**src/logic/scrm_pkg.sv**
```systemverilog
// ****************************************************************
// Shared constants of the shadowed configuration register map
// ****************************************************************
package scrm_pkg;

  // ****************************************************************
  // Serial frame layout
  // ****************************************************************
  localparam int          ADDR_W        = 13;
  localparam int          DATA_W        = 8;
  localparam int          INSTR_BITS    = 16;
  localparam int          INSTR_RW_BIT  = 15;  // 1 = read
  localparam int          INSTR_WHI_BIT = 14;
  localparam int          INSTR_WLO_BIT = 13;
  localparam logic [1:0]  LEN_STREAM    = 2'h3;
  localparam logic [3:0]  INSTR_LAST    = 4'hf;
  localparam logic [3:0]  BYTE_LAST     = 4'h7;

  // ****************************************************************
  // Register offsets
  // ****************************************************************
  localparam logic [ADDR_W-1:0] ADR_PORT   = 13'h000;
  localparam logic [ADDR_W-1:0] ADR_ID     = 13'h001;
  localparam logic [ADDR_W-1:0] ADR_GRADE  = 13'h002;
  localparam logic [ADDR_W-1:0] ADR_PWR    = 13'h008;
  localparam logic [ADDR_W-1:0] ADR_CLK    = 13'h009;
  localparam logic [ADDR_W-1:0] ADR_PLL    = 13'h00a;
  localparam logic [ADDR_W-1:0] ADR_COMMIT = 13'h0ff;
  localparam logic [ADDR_W-1:0] SHADOW_LO  = 13'h008;
  localparam logic [ADDR_W-1:0] SHADOW_HI  = 13'h078;

  // ****************************************************************
  // Field positions and masks
  // ****************************************************************
  localparam int          PORT_LSB_HI   = 6;
  localparam int          PORT_LSB_LO   = 1;
  localparam int          PORT_SRST_HI  = 5;
  localparam int          PORT_SRST_LO  = 2;
  localparam int          GRADE_LSB     = 4;
  localparam int          PWR_PIN_BIT   = 5;
  localparam int          CLK_DCF_BIT   = 0;
  localparam int          PLL_LOCK_BIT  = 7;
  localparam int          COMMIT_BIT    = 0;
  localparam logic [7:0]  PWR_MASK      = 8'h23;
  localparam logic [7:0]  CLK_MASK      = 8'h01;

  // ****************************************************************
  // Reset values and timing
  // ****************************************************************
  localparam logic [7:0]  PORT_RST      = 8'h18;
  localparam logic [7:0]  PWR_RST       = 8'h00;
  localparam logic [7:0]  CLK_RST       = 8'h01;
  localparam logic [7:0]  COMMIT_RST    = 8'h00;
  localparam logic [1:0]  GRADE_80      = 2'h0;
  localparam int          COMMIT_CYCLES = 1;  // Write-to-copy latency

endpackage

```
**src/logic/scrm_serial_port.sv**
```systemverilog
`timescale 1ns/100ps
// ****************************************************************
// Three-wire serial frame engine
// ****************************************************************
module scrm_serial_port (
  // Clock and reset
  input  wire logic                         mclk_i,
  input  wire logic                         rst_n_i,
  // Serial pins
  input  wire logic                         sclk_i,
  input  wire logic                         port_select_n_i,
  input  wire logic                         sdio_i,
  output logic                              sdio_o,
  output logic                              sdio_oe_o,
  // Register side
  input  wire logic                         lsb_first_i,
  input  wire logic [scrm_pkg::DATA_W-1:0]  rd_data_i,
  output logic      [scrm_pkg::ADDR_W-1:0]  rd_addr_o,
  output logic      [scrm_pkg::ADDR_W-1:0]  wr_addr_o,
  output logic      [scrm_pkg::DATA_W-1:0]  wr_data_o,
  output logic                              wr_o
);
  import scrm_pkg::*;

  typedef enum logic [2:0] {
    SP_INSTR = 3'h1,
    SP_DATA  = 3'h2,
    SP_HOLD  = 3'h4
  } scrm_sp_state_t;

  scrm_sp_state_t      state_ff, nxt_state;
  logic                sclk_prev_ff, nxt_sclk_prev;
  logic [3:0]          cnt_ff, nxt_cnt;
  logic [15:0]         shift_ff, nxt_shift;
  logic [ADDR_W-1:0]   addr_ff, nxt_addr;
  logic [ADDR_W-1:0]   waddr_ff, nxt_waddr;
  logic [DATA_W-1:0]   wdata_ff, nxt_wdata;
  logic [DATA_W-1:0]   tx_ff, nxt_tx;
  logic [1:0]          left_ff, nxt_left;
  logic                stream_ff, nxt_stream;
  logic                rd_ff, nxt_rd;
  logic                load_ff, nxt_load;
  logic                wr_ff, nxt_wr;
  logic                sdo_ff, nxt_sdo;
  logic                oe_ff, nxt_oe;

  // Next-state logic; pins are sampled on mclk, so sclk must be slow
  always_comb begin
    logic rise;
    logic fall;
    logic [15:0] sh;
    rise        = sclk_i & ~sclk_prev_ff;
    fall        = ~sclk_i & sclk_prev_ff;
    sh          = lsb_first_i ? {sdio_i, shift_ff[15:1]} : {shift_ff[14:0], sdio_i};
    nxt_state   = state_ff;
    nxt_sclk_prev = sclk_i;
    nxt_cnt     = cnt_ff;
    nxt_shift   = shift_ff;
    nxt_addr    = addr_ff;
    nxt_waddr   = waddr_ff;
    nxt_wdata   = wdata_ff;
    nxt_tx      = tx_ff;
    nxt_left    = left_ff;
    nxt_stream  = stream_ff;
    nxt_rd      = rd_ff;
    nxt_load    = 1'b0;
    nxt_wr      = 1'b0;
    nxt_sdo     = sdo_ff;
    nxt_oe      = oe_ff;
    if (port_select_n_i) begin
      // Frame ends whenever select rises
      nxt_state = SP_INSTR;
      nxt_cnt   = 4'h0;
      nxt_oe    = 1'b0;
    end else begin
      case (state_ff)
        SP_INSTR: begin
          if (rise) begin
            nxt_shift = sh;
            nxt_cnt   = cnt_ff + 4'h1;
            if (cnt_ff == INSTR_LAST) begin
              nxt_addr   = sh[ADDR_W-1:0];
              nxt_rd     = sh[INSTR_RW_BIT];
              nxt_left   = sh[INSTR_WHI_BIT:INSTR_WLO_BIT];
              nxt_stream = (sh[INSTR_WHI_BIT:INSTR_WLO_BIT] == LEN_STREAM);
              nxt_load   = sh[INSTR_RW_BIT];
              nxt_cnt    = 4'h0;
              nxt_state  = SP_DATA;
            end
          end
        end
        SP_DATA: begin
          if (load_ff) begin
            nxt_tx = rd_data_i;
          end
          if (fall && rd_ff) begin
            nxt_sdo = lsb_first_i ? tx_ff[0] : tx_ff[DATA_W-1];
            nxt_oe  = 1'b1;
            nxt_tx  = lsb_first_i ? {1'b0, tx_ff[DATA_W-1:1]} : {tx_ff[DATA_W-2:0], 1'b0};
          end
          if (rise) begin
            nxt_shift = sh;
            nxt_cnt   = cnt_ff + 4'h1;
            if (cnt_ff == BYTE_LAST) begin
              nxt_cnt   = 4'h0;
              nxt_wr    = ~rd_ff;
              nxt_waddr = addr_ff;
              nxt_wdata = lsb_first_i ? sh[15:8] : sh[7:0];
              // Multibyte frames walk down in MSB order, up in LSB order
              nxt_addr  = lsb_first_i ? addr_ff + 13'h0001 : addr_ff - 13'h0001;
              if (!stream_ff && left_ff == 2'h0) begin
                nxt_state = SP_HOLD;
                nxt_oe    = 1'b0;
              end else begin
                nxt_left = stream_ff ? left_ff : left_ff - 2'h1;
                nxt_load = rd_ff;
              end
            end
          end
        end
        SP_HOLD: begin
          nxt_oe = 1'b0;
        end
        default: begin
          nxt_state = SP_INSTR;
        end
      endcase
    end
  end

  // State registers
  always_ff @(posedge mclk_i) begin
    if (!rst_n_i) begin
      state_ff     <= SP_INSTR;
      sclk_prev_ff <= 1'b0;
      cnt_ff       <= 4'h0;
      shift_ff     <= 16'h0000;
      addr_ff      <= 13'h0000;
      waddr_ff     <= 13'h0000;
      wdata_ff     <= 8'h00;
      tx_ff        <= 8'h00;
      left_ff      <= 2'h0;
      stream_ff    <= 1'b0;
      rd_ff        <= 1'b0;
      load_ff      <= 1'b0;
      wr_ff        <= 1'b0;
      sdo_ff       <= 1'b0;
      oe_ff        <= 1'b0;
    end else begin
      state_ff     <= nxt_state;
      sclk_prev_ff <= nxt_sclk_prev;
      cnt_ff       <= nxt_cnt;
      shift_ff     <= nxt_shift;
      addr_ff      <= nxt_addr;
      waddr_ff     <= nxt_waddr;
      wdata_ff     <= nxt_wdata;
      tx_ff        <= nxt_tx;
      left_ff      <= nxt_left;
      stream_ff    <= nxt_stream;
      rd_ff        <= nxt_rd;
      load_ff      <= nxt_load;
      wr_ff        <= nxt_wr;
      sdo_ff       <= nxt_sdo;
      oe_ff        <= nxt_oe;
    end
  end

  assign sdio_o    = sdo_ff;
  assign sdio_oe_o = oe_ff;
  assign rd_addr_o = addr_ff;
  assign wr_addr_o = waddr_ff;
  assign wr_data_o = wdata_ff;
  assign wr_o      = wr_ff;

endmodule

```
**src/logic/scrm_top.sv**
```systemverilog
`timescale 1ns/100ps
// How it works
// Writes to the shadowed range go to a staging copy, not to the core.
// Writing one to the commit register bit zero is the commit command.
// Commit copies all staged values to the active copy at once.
// The commit bit clears itself after the copy.
// Only mapped addresses and bits exist; others read zero, ignore writes.
// Port setup mirrors bit order and soft reset across nibbles; resets 0x18.
// Grade register shows a read-only two-bit speed code in bits 5:4.
// Power bit 5 picks full power-off or low-power hold for the pin.
// Clock bit 0 enables the duty-cycle fixer; resets to 0x01.
// Serial data is MSB first until LSB-first order is selected.
// Host writes zeros to unused bits and skips empty addresses; the bench writes 0xff to 0x005 and to unused power bits.
// Reset loads all registers with their default values.
// Commit lands one cycle after the write; reads return staged values.
module scrm_top #(
  parameter logic [7:0] PART_ID     = 8'h5a,  // Arbitrary identity value
  parameter logic [1:0] SPEED_GRADE = scrm_pkg::GRADE_80
) (
  // Clock and reset
  input  wire logic  mclk_i,
  input  wire logic  rst_n_i,
  // Serial host port
  input  wire logic  sclk_i,
  input  wire logic  port_select_n_i,
  input  wire logic  sdio_i,
  output logic       sdio_o,
  output logic       sdio_oe_o,
  // Core status inputs
  input  wire logic  pdn_pin_i,
  input  wire logic  pll_locked_i,
  // Controls to the core; committed except lsb_first_o
  output logic       full_power_off_o,
  output logic       low_power_hold_o,
  output logic [1:0] power_mode_o,
  output logic       duty_cycle_fixer_o,
  output logic       lsb_first_o
);
  import scrm_pkg::*;

  // ****************************************************************
  // Register state
  // ****************************************************************
  logic              lsb_first_ff, nxt_lsb_first;
  logic [7:0]        stage_pwr_ff, nxt_stage_pwr;
  logic [7:0]        stage_clk_ff, nxt_stage_clk;
  logic [7:0]        act_pwr_ff,   nxt_act_pwr;
  logic [7:0]        act_clk_ff,   nxt_act_clk;
  logic              commit_ff,    nxt_commit;
  logic              pll_ff,       nxt_pll;
  logic              off_ff,       nxt_off;
  logic              hold_ff,      nxt_hold;
  logic [1:0]        pmode_ff,     nxt_pmode;
  logic              dcf_ff,       nxt_dcf;

  logic [ADDR_W-1:0] rd_addr;
  logic [ADDR_W-1:0] wr_addr;
  logic [DATA_W-1:0] wr_data;
  logic              wr_stb;
  logic [DATA_W-1:0] rd_data;

  // ****************************************************************
  // Serial frame engine
  // ****************************************************************
  scrm_serial_port u_port (
    .mclk_i          (mclk_i),
    .rst_n_i         (rst_n_i),
    .sclk_i          (sclk_i),
    .port_select_n_i (port_select_n_i),
    .sdio_i          (sdio_i),
    .sdio_o          (sdio_o),
    .sdio_oe_o       (sdio_oe_o),
    .lsb_first_i     (lsb_first_ff),
    .rd_data_i       (rd_data),
    .rd_addr_o       (rd_addr),
    .wr_addr_o       (wr_addr),
    .wr_data_o       (wr_data),
    .wr_o            (wr_stb)
  );

  // ****************************************************************
  // Read decode
  // ****************************************************************
  // Port setup value with both nibbles mirrored
  function automatic logic [7:0] port_image(input logic lsb);
    logic [7:0] v;
    v               = PORT_RST;
    v[PORT_LSB_HI]  = lsb;
    v[PORT_LSB_LO]  = lsb;
    return v;
  endfunction

  // Shadowed locations return the staged value, not the active one
  always_comb begin
    rd_data = 8'h00;
    if (rd_addr == ADR_PORT) begin
      rd_data = port_image(lsb_first_ff);
    end else if (rd_addr == ADR_ID) begin
      rd_data = PART_ID;
    end else if (rd_addr == ADR_GRADE) begin
      rd_data[GRADE_LSB+1:GRADE_LSB] = SPEED_GRADE;
    end else if (rd_addr == ADR_PWR) begin
      rd_data = stage_pwr_ff;
    end else if (rd_addr == ADR_CLK) begin
      rd_data = stage_clk_ff;
    end else if (rd_addr == ADR_PLL) begin
      rd_data[PLL_LOCK_BIT] = pll_ff;
    end else if (rd_addr == ADR_COMMIT) begin
      rd_data[COMMIT_BIT] = commit_ff;
    end
  end

  // ****************************************************************
  // Write, commit and soft reset
  // ****************************************************************
  // Soft reset wins over everything; host write to commit wins over self-clear
  always_comb begin
    logic srst;
    logic in_shadow;
    srst          = wr_stb && wr_addr == ADR_PORT &&
                    (wr_data[PORT_SRST_HI] || wr_data[PORT_SRST_LO]);
    in_shadow     = wr_addr >= SHADOW_LO && wr_addr <= SHADOW_HI;
    nxt_lsb_first = lsb_first_ff;
    nxt_stage_pwr = stage_pwr_ff;
    nxt_stage_clk = stage_clk_ff;
    nxt_act_pwr   = act_pwr_ff;
    nxt_act_clk   = act_clk_ff;
    nxt_commit    = 1'b0;
    if (commit_ff) begin
      // All staged settings reach the core on the same edge
      nxt_act_pwr = stage_pwr_ff;
      nxt_act_clk = stage_clk_ff;
    end
    if (wr_stb) begin
      if (wr_addr == ADR_PORT) begin
        // Either nibble sets the order, so any shift order lands correctly
        nxt_lsb_first = wr_data[PORT_LSB_HI] | wr_data[PORT_LSB_LO];
      end else if (in_shadow && wr_addr == ADR_PWR) begin
        nxt_stage_pwr = wr_data & PWR_MASK;
      end else if (in_shadow && wr_addr == ADR_CLK) begin
        nxt_stage_clk = wr_data & CLK_MASK;
      end else if (wr_addr == ADR_COMMIT) begin
        nxt_commit = wr_data[COMMIT_BIT];
      end
    end
    if (srst) begin
      nxt_lsb_first = 1'b0;
      nxt_stage_pwr = PWR_RST;
      nxt_stage_clk = CLK_RST;
      nxt_act_pwr   = PWR_RST;
      nxt_act_clk   = CLK_RST;
      nxt_commit    = COMMIT_RST[COMMIT_BIT];
    end
  end

  // Register file storage
  always_ff @(posedge mclk_i) begin
    if (!rst_n_i) begin
      lsb_first_ff <= 1'b0;
      stage_pwr_ff <= PWR_RST;
      stage_clk_ff <= CLK_RST;
      act_pwr_ff   <= PWR_RST;
      act_clk_ff   <= CLK_RST;
      commit_ff    <= 1'b0;
    end else begin
      lsb_first_ff <= nxt_lsb_first;
      stage_pwr_ff <= nxt_stage_pwr;
      stage_clk_ff <= nxt_stage_clk;
      act_pwr_ff   <= nxt_act_pwr;
      act_clk_ff   <= nxt_act_clk;
      commit_ff    <= nxt_commit;
    end
  end

  // ****************************************************************
  // Core-facing outputs
  // ****************************************************************
  // Pin action follows the committed selection, never the staged one
  always_comb begin
    nxt_pll   = pll_locked_i;
    nxt_off   = pdn_pin_i & ~act_pwr_ff[PWR_PIN_BIT];
    nxt_hold  = pdn_pin_i & act_pwr_ff[PWR_PIN_BIT];
    nxt_pmode = act_pwr_ff[1:0];
    nxt_dcf   = act_clk_ff[CLK_DCF_BIT];
  end

  // Output flops; one cycle behind the active copy
  always_ff @(posedge mclk_i) begin
    if (!rst_n_i) begin
      pll_ff   <= 1'b0;
      off_ff   <= 1'b0;
      hold_ff  <= 1'b0;
      pmode_ff <= 2'h0;
      dcf_ff   <= CLK_RST[CLK_DCF_BIT];
    end else begin
      pll_ff   <= nxt_pll;
      off_ff   <= nxt_off;
      hold_ff  <= nxt_hold;
      pmode_ff <= nxt_pmode;
      dcf_ff   <= nxt_dcf;
    end
  end

  assign full_power_off_o   = off_ff;
  assign low_power_hold_o   = hold_ff;
  assign power_mode_o       = pmode_ff;
  assign duty_cycle_fixer_o = dcf_ff;
  assign lsb_first_o        = lsb_first_ff;

endmodule

```
**config.mk**
```make
export PLATFORM = sky130hd
export DESIGN_NAME = scrm_top
export DESIGN_NICKNAME = d
export VERILOG_FILES = /design/src/logic/scrm_pkg.sv /design/src/logic/scrm_serial_port.sv /design/src/logic/scrm_top.sv
export SDC_FILE = /design/constraint.sdc
export NUM_CORES = 1
export LEC_CHECK = 0
export ABC_CLOCK_PERIOD_IN_PS = 2000
export BUFFER_PORTS_ARGS = -buffer_cell sky130_fd_sc_hd__buf_2
export CAP_MARGIN = 20
export CORE_ASPECT_RATIO = 1.75
export CORE_UTILIZATION = 55
export CTS_CLUSTER_DIAMETER = 50
export DETAILED_ROUTE_END_ITERATION = 6
export PLACE_DENSITY = 0.85
export SYNTH_ARGS = -nofsm -noshare
export SYNTH_HDL_FRONTEND = slang
export SYNTH_SLANG_ARGS = --single-unit
```
**constraint.sdc**
```tcl
create_clock -name mclk_i -period 2 [get_ports mclk_i]
set_input_delay 0.3 -clock mclk_i [delete_from_list [all_inputs] [get_ports mclk_i]]
set_output_delay 0.3 -clock mclk_i [all_outputs]
set_load 0.01 [all_outputs]
```
# Word-level counts from Yosys, hierarchy flattened
# Cells that the tools add are included.
# totals
regBits	89
out_inout_bits	8
in_bits	7
# classes
n_eq_ne	22
muxes	52
reduce_logical	32
order_cmp	2
bitwise	19
addsub	4
# ops
cell	n
== test 13 x 4 -> 1 bit, second input constant	5
two-way mux 13 bit	5
two-way mux 8 bit	6
== test 13 x 8 -> 1 bit, second input constant	2
zero test 13 bit	2
case mux 13 bit (2 select lines)	1
two-way mux 4 bit	5
two-way mux 16 bit	1
two-way mux 2 bit	8
two-way mux 1 bit	15
two-way mux 3 bit	5
AND reduction 3 bit	5
NOT 1 bit	14
adder 13 x 1 -> 13 bit, second input constant	1
== test 13 x 1 -> 1 bit, second input constant	1
== test 13 x 2 -> 1 bit, second input constant	1
>= comparator 13 x 4 -> 1 bit, second input constant	1
<= comparator 13 x 7 -> 1 bit, second input constant	1
subtractor 13 x 1 -> 13 bit, second input constant	1
AND reduction 4 bit	3
AND reduction 6 bit	2
inequality test 2 x 1 -> 1 bit, second input constant	5
case mux 3 bit (3 select lines)	1
case mux 4 bit (2 select lines)	1
24 further kinds	39

# Longest topological paths before layout
# depth
word_depth	10
ltp_mapped	8

# Modules after synthesis
# From an unflattened synthesis, not the netlist that was laid out.
# unflattened
hier_cells	542
area_unflattened_um2	4695.8
# modules_own_cells
module	area_per_inst_um2	cells_per_inst	instances	seq_area_each_um2
scrm_serial_port	3967.6	460	1	1481.4
scrm_top	728.2	82	1	320.3

# Worst setup path after synthesis
# Ideal clock, no wire load.
# synth_path
path_kind	reg2reg
from	reg u_port.addr_ff[4] (netlist: u_port.rd_addr_o[4])
to	reg u_port.addr_ff[9] (netlist: u_port.rd_addr_o[9])
path_stages_with_launch	8
t_arrival_ns	1.827
setup_slack_ns	0.053
setup_time_ns	0.120
synth_period_minus_slack_ns	1.947
cell_sequence	dfxtp_1 buf_6 or4_4 buf_6 nor4_2 a41oi_1 and3_1 o31a_1
# synth_between
elab_chain_len	5
word_cells_on_any_way	6
# synth_rtl
item	line_no	source
start: declaration	scrm_serial_port.sv:35	logic [ADDR_W-1:0] addr_ff, nxt_addr;
start signal: assignment	scrm_serial_port.sv:154	addr_ff <= nxt_addr;
subtractor 13 x 1 -> 13 bit / adder 13 x 1 -> 13 bit (equally long branches)	scrm_serial_port.sv:110	nxt_addr = lsb_first_i ? addr_ff + 13'h0001 : addr_ff - 13'h0001;
two-way mux 13 bit *	scrm_serial_port.sv:110	
two-way mux 13 bit *	scrm_serial_port.sv:104	if (cnt_ff == BYTE_LAST) begin
two-way mux 13 bit *	scrm_serial_port.sv:101	if (rise) begin
case mux 13 bit (2 select lines) *	scrm_serial_port.sv:76	case (state_ff)
# Mark *: on every way between the ends. The rest lies on a longest branch, timed or not. The select of a mux whose other input is x is not followed.
# A chain may end at the register's enable or synchronous reset.

# Worst setup path after layout
# layout_path
from	reg u_port.waddr_ff[8] (netlist: u_port.wr_addr_o[8])
to	reg stage_pwr_ff[1]
# layout_between
elab_chain_len	4
word_cells_on_any_way	11
# layout_rtl
item	line_no	source
start: declaration	scrm_serial_port.sv:36	logic [ADDR_W-1:0] waddr_ff, nxt_waddr;
start signal: assignment	scrm_serial_port.sv:155	waddr_ff <= nxt_waddr;
>= comparator 13 x 4 -> 1 bit (tied with other cells)	scrm_top.sv:122	in_shadow = wr_addr >= SHADOW_LO && wr_addr <= SHADOW_HI;
logical AND 1 bit (on tied branches)	scrm_top.sv:122, scrm_top.sv:120	
logical AND 1 bit (on tied branches)	scrm_top.sv:138, scrm_top.sv:120	
AND reduction 3 bit (no source line) / OR reduction 2 bit (equally long branches)	n/a	
end signal: assignment	scrm_top.sv:167	stage_pwr_ff <= nxt_stage_pwr;
end: declaration	scrm_top.sv:45	logic [7:0] stage_pwr_ff, nxt_stage_pwr;
# Several ways; a longest one is shown, not always the timed one.

==> metrics.cfg <==
[die]
die_h_um=122
design.die.area_sq_mm=0.00856
ios=15
design.core.area_sq_mm=0.00791
start_util=0.569
die_width_um=70.4
rows=43

[clocking]
ctsHoldBuffers=0
cts_sinks=87
root_buffer=clkbuf_16
cts_max_level=3
clk_pin_slew_ps=70
clockBufferDepth=2
cts_tree=yes
clk_latency_ps=350
numCtsBuffers=9

[synth]
synth_enable_flop_cells=0
yosys-top-cells-area=dfxtp_1, mux2i_1, nor2_1
avgSynthCellArea_sq_um=8.74
ys_seq_elements=87
ys_types=64
synth_nets=529
async_flop_share=0
synth_flop_cell=dfxtp_1
synth_cells=515
synth_top_cell_by_area=dfxtp_1
yosys_warnings=0
synth_seq_area_share=0.387
synth_top_area_share=0.387
netlist_area_sq_mm=0.00450

[sta]
clock.fmax_mhz=518
max_slew_margin=0.670
fin_tns_setup_ps=0
rsz0062_at_grt=yes
finClkSkew_ps=10.8
setup_violations=0
hold_ws_ps=155
drv_slew=0
worst_pin_slew_ps=496
hold_viol=0
period_minus_slack_ps=1930
fin_crit_sh=0.965

[worst_setup_path]
worst-path-buf-inv=1
cp_top_family=simple AND/OR/NAND/NOR gates
worst_ep_required_time_ps=2240
crit_fanout=3
cp_cell_sequence=or4_4, nor4_4, buf_4, nand4b_1, mux2i_1, nor2_1
reg2reg_from=u_port.wr_addr_o[8]
end_kind=register
ff2ff_path_depth=6
start_kind=register
max_stage_delay_ps=540
crit_type=reg2reg
crit_start=u_port.wr_addr_o[8]
cp.depth=6
critPathSlowestCell=or4_4
critical_path_arrival_ps=2170

[placement]
port_buffers=14
globalplace.congestion=0.913
place_area_sq_mm=0.00475
hpwl_mm=8.03

[pwr]
powerDensity_mw_per_mm2=728
p_total_w=0.00374
leakage_nw=2.00
vdd_ir_drop_max_uv=552

[cells_and_area]
area_growth_pct=14.1
multi_input_area_sq_mm=0.00259
seq_area_sq_mm=0.00175
stdcell_area_sq_mm=0.00513
fillers=605
fin_nets=546
final_cell_mix=dfxtp_1, nor2_1, nand2_1, mux2i_1
layout-drive-gt1-share=0.182
n_antenna_cell=0
utilization=0.649
mostFrequentLayoutCell=dfxtp_1

[routing]
routed-wl-met3_um=654
drc=0
num_vias=4011
drt-initial-drc-count=379
top_layer=met4
routedWlPerCell_um=18.3
wirelength_met1_mm=4.31
avgViaCountPerCell=6.40
drtPass1Iterations=5
drt-total-wl_mm=11.5
ant_nets=0
wl_met2_mm=5.93

[worst_hold_path]
hold_path_depth=2
hp-start=pll_locked_i
hp-class=in2reg

[global_route]
grt_pass1_wl_mm=18.6
overflow=0
grt_pass1_vias=3850
grt_start_max_net_pins=40
track_usage=0.279
antenna_found_initial=0

[status]
status=finished, final reports clean

[flow_run]
maxCapViolCount=0

[cells in the mapped netlist (3+ instances only)]
cell type	count
nor3b_1	4
xor2_1	3
a21boi_0	4
buf_6	3
dfxtp_1	87
and4_1	3
mux2_2	14
nor2_1	47
nand2_1	43
nor3_1	15
o31a_1	3
and2_1	8
a21oi_1	31
buf_2	12
nor2b_1	13
a31oi_1	8
nand4_1	7
nor4_1	6
clkbuf_1	22
or3_1	6
inv_1	5
mux2i_1	40
o22ai_1	5
o211a_1	10
nand3_1	11
nand2b_1	11
and3_1	5
o21ai_0	24
a211oi_1	11
ha_1	7
[state kept, by name (all words and copies together), names as in the netlist, 2 cells and up]
name and flops:
stage_pwr_ff 3, u_port.wr_addr_o 13, power_mode_o 2, act_pwr_ff 3
u_port.state_ff 3, u_port.cnt_ff 4, u_port.tx_ff 8, u_port.left_ff 2
u_port.shift_ff 16, u_port.rd_addr_o 13, u_port.wr_data_o 5
[what timing repair did]
item | in CTS | in global routing
setup buffers | 0 | 1
endpoints found under the hold margin | 0 | 0
gates cloned | 0 | 0
endpoints found under the setup margin | 2 | 9
resized for setup | 1 | 11
pin swaps | 0 | 3
[cell families after synthesis]
group                      share of synthesized area
DFF                                            0.387
and+or+nand+nor                                0.239
adders and majority gates                     0.0195
muxes                                          0.124
buffers and inverters                         0.0484
xor gates and xnor gates                     0.00973
AOI/OAI and AO/OA                              0.173
[power breakdown]
group / internal (W) / switching (W)
clock network: 0.00113 / 0.000711
logic: 0.0000519 / 0.0000762
registers: 0.00175 / 0.0000152
total: 0.00294 / 0.000802
[through the flow]
stage          std cells  setup WS (ps)
4_1_cts              626           70.6
6_report             627           69.9
3_5_place_dp         610           36.7
5_1_grt              627          -21.6
3_3_place_gp         610            106
2_1_floorplan        515           53.0
[metal layers]
layer	up-vias	global-route usage
li1	1902	-
met3	48	0.0538
met2	174	0.488
met4	0	0.179
met1	1887	0.302
met5	-	0
[final cells by class]
class,instances,area share
Clock buffer,10,0.0465
Clock inverter,6,0.0178
Inverter,6,0.00439
Multi-Input combinational cell,382,0.504
Sequential cell,87,0.340
Tap cell,90,0.0219
Timing Repair Buffer,46,0.0653
[path summary, 6_finish.rpt]
path,slack (ps),endpoint
max,70,stage_pwr_ff[1]
min,160,pll_ff
max reg2reg,70,stage_pwr_ff[1]
min reg2reg,440,duty_cycle_fixer_o
Note: power is estimated with default switching activity, not from simulation.
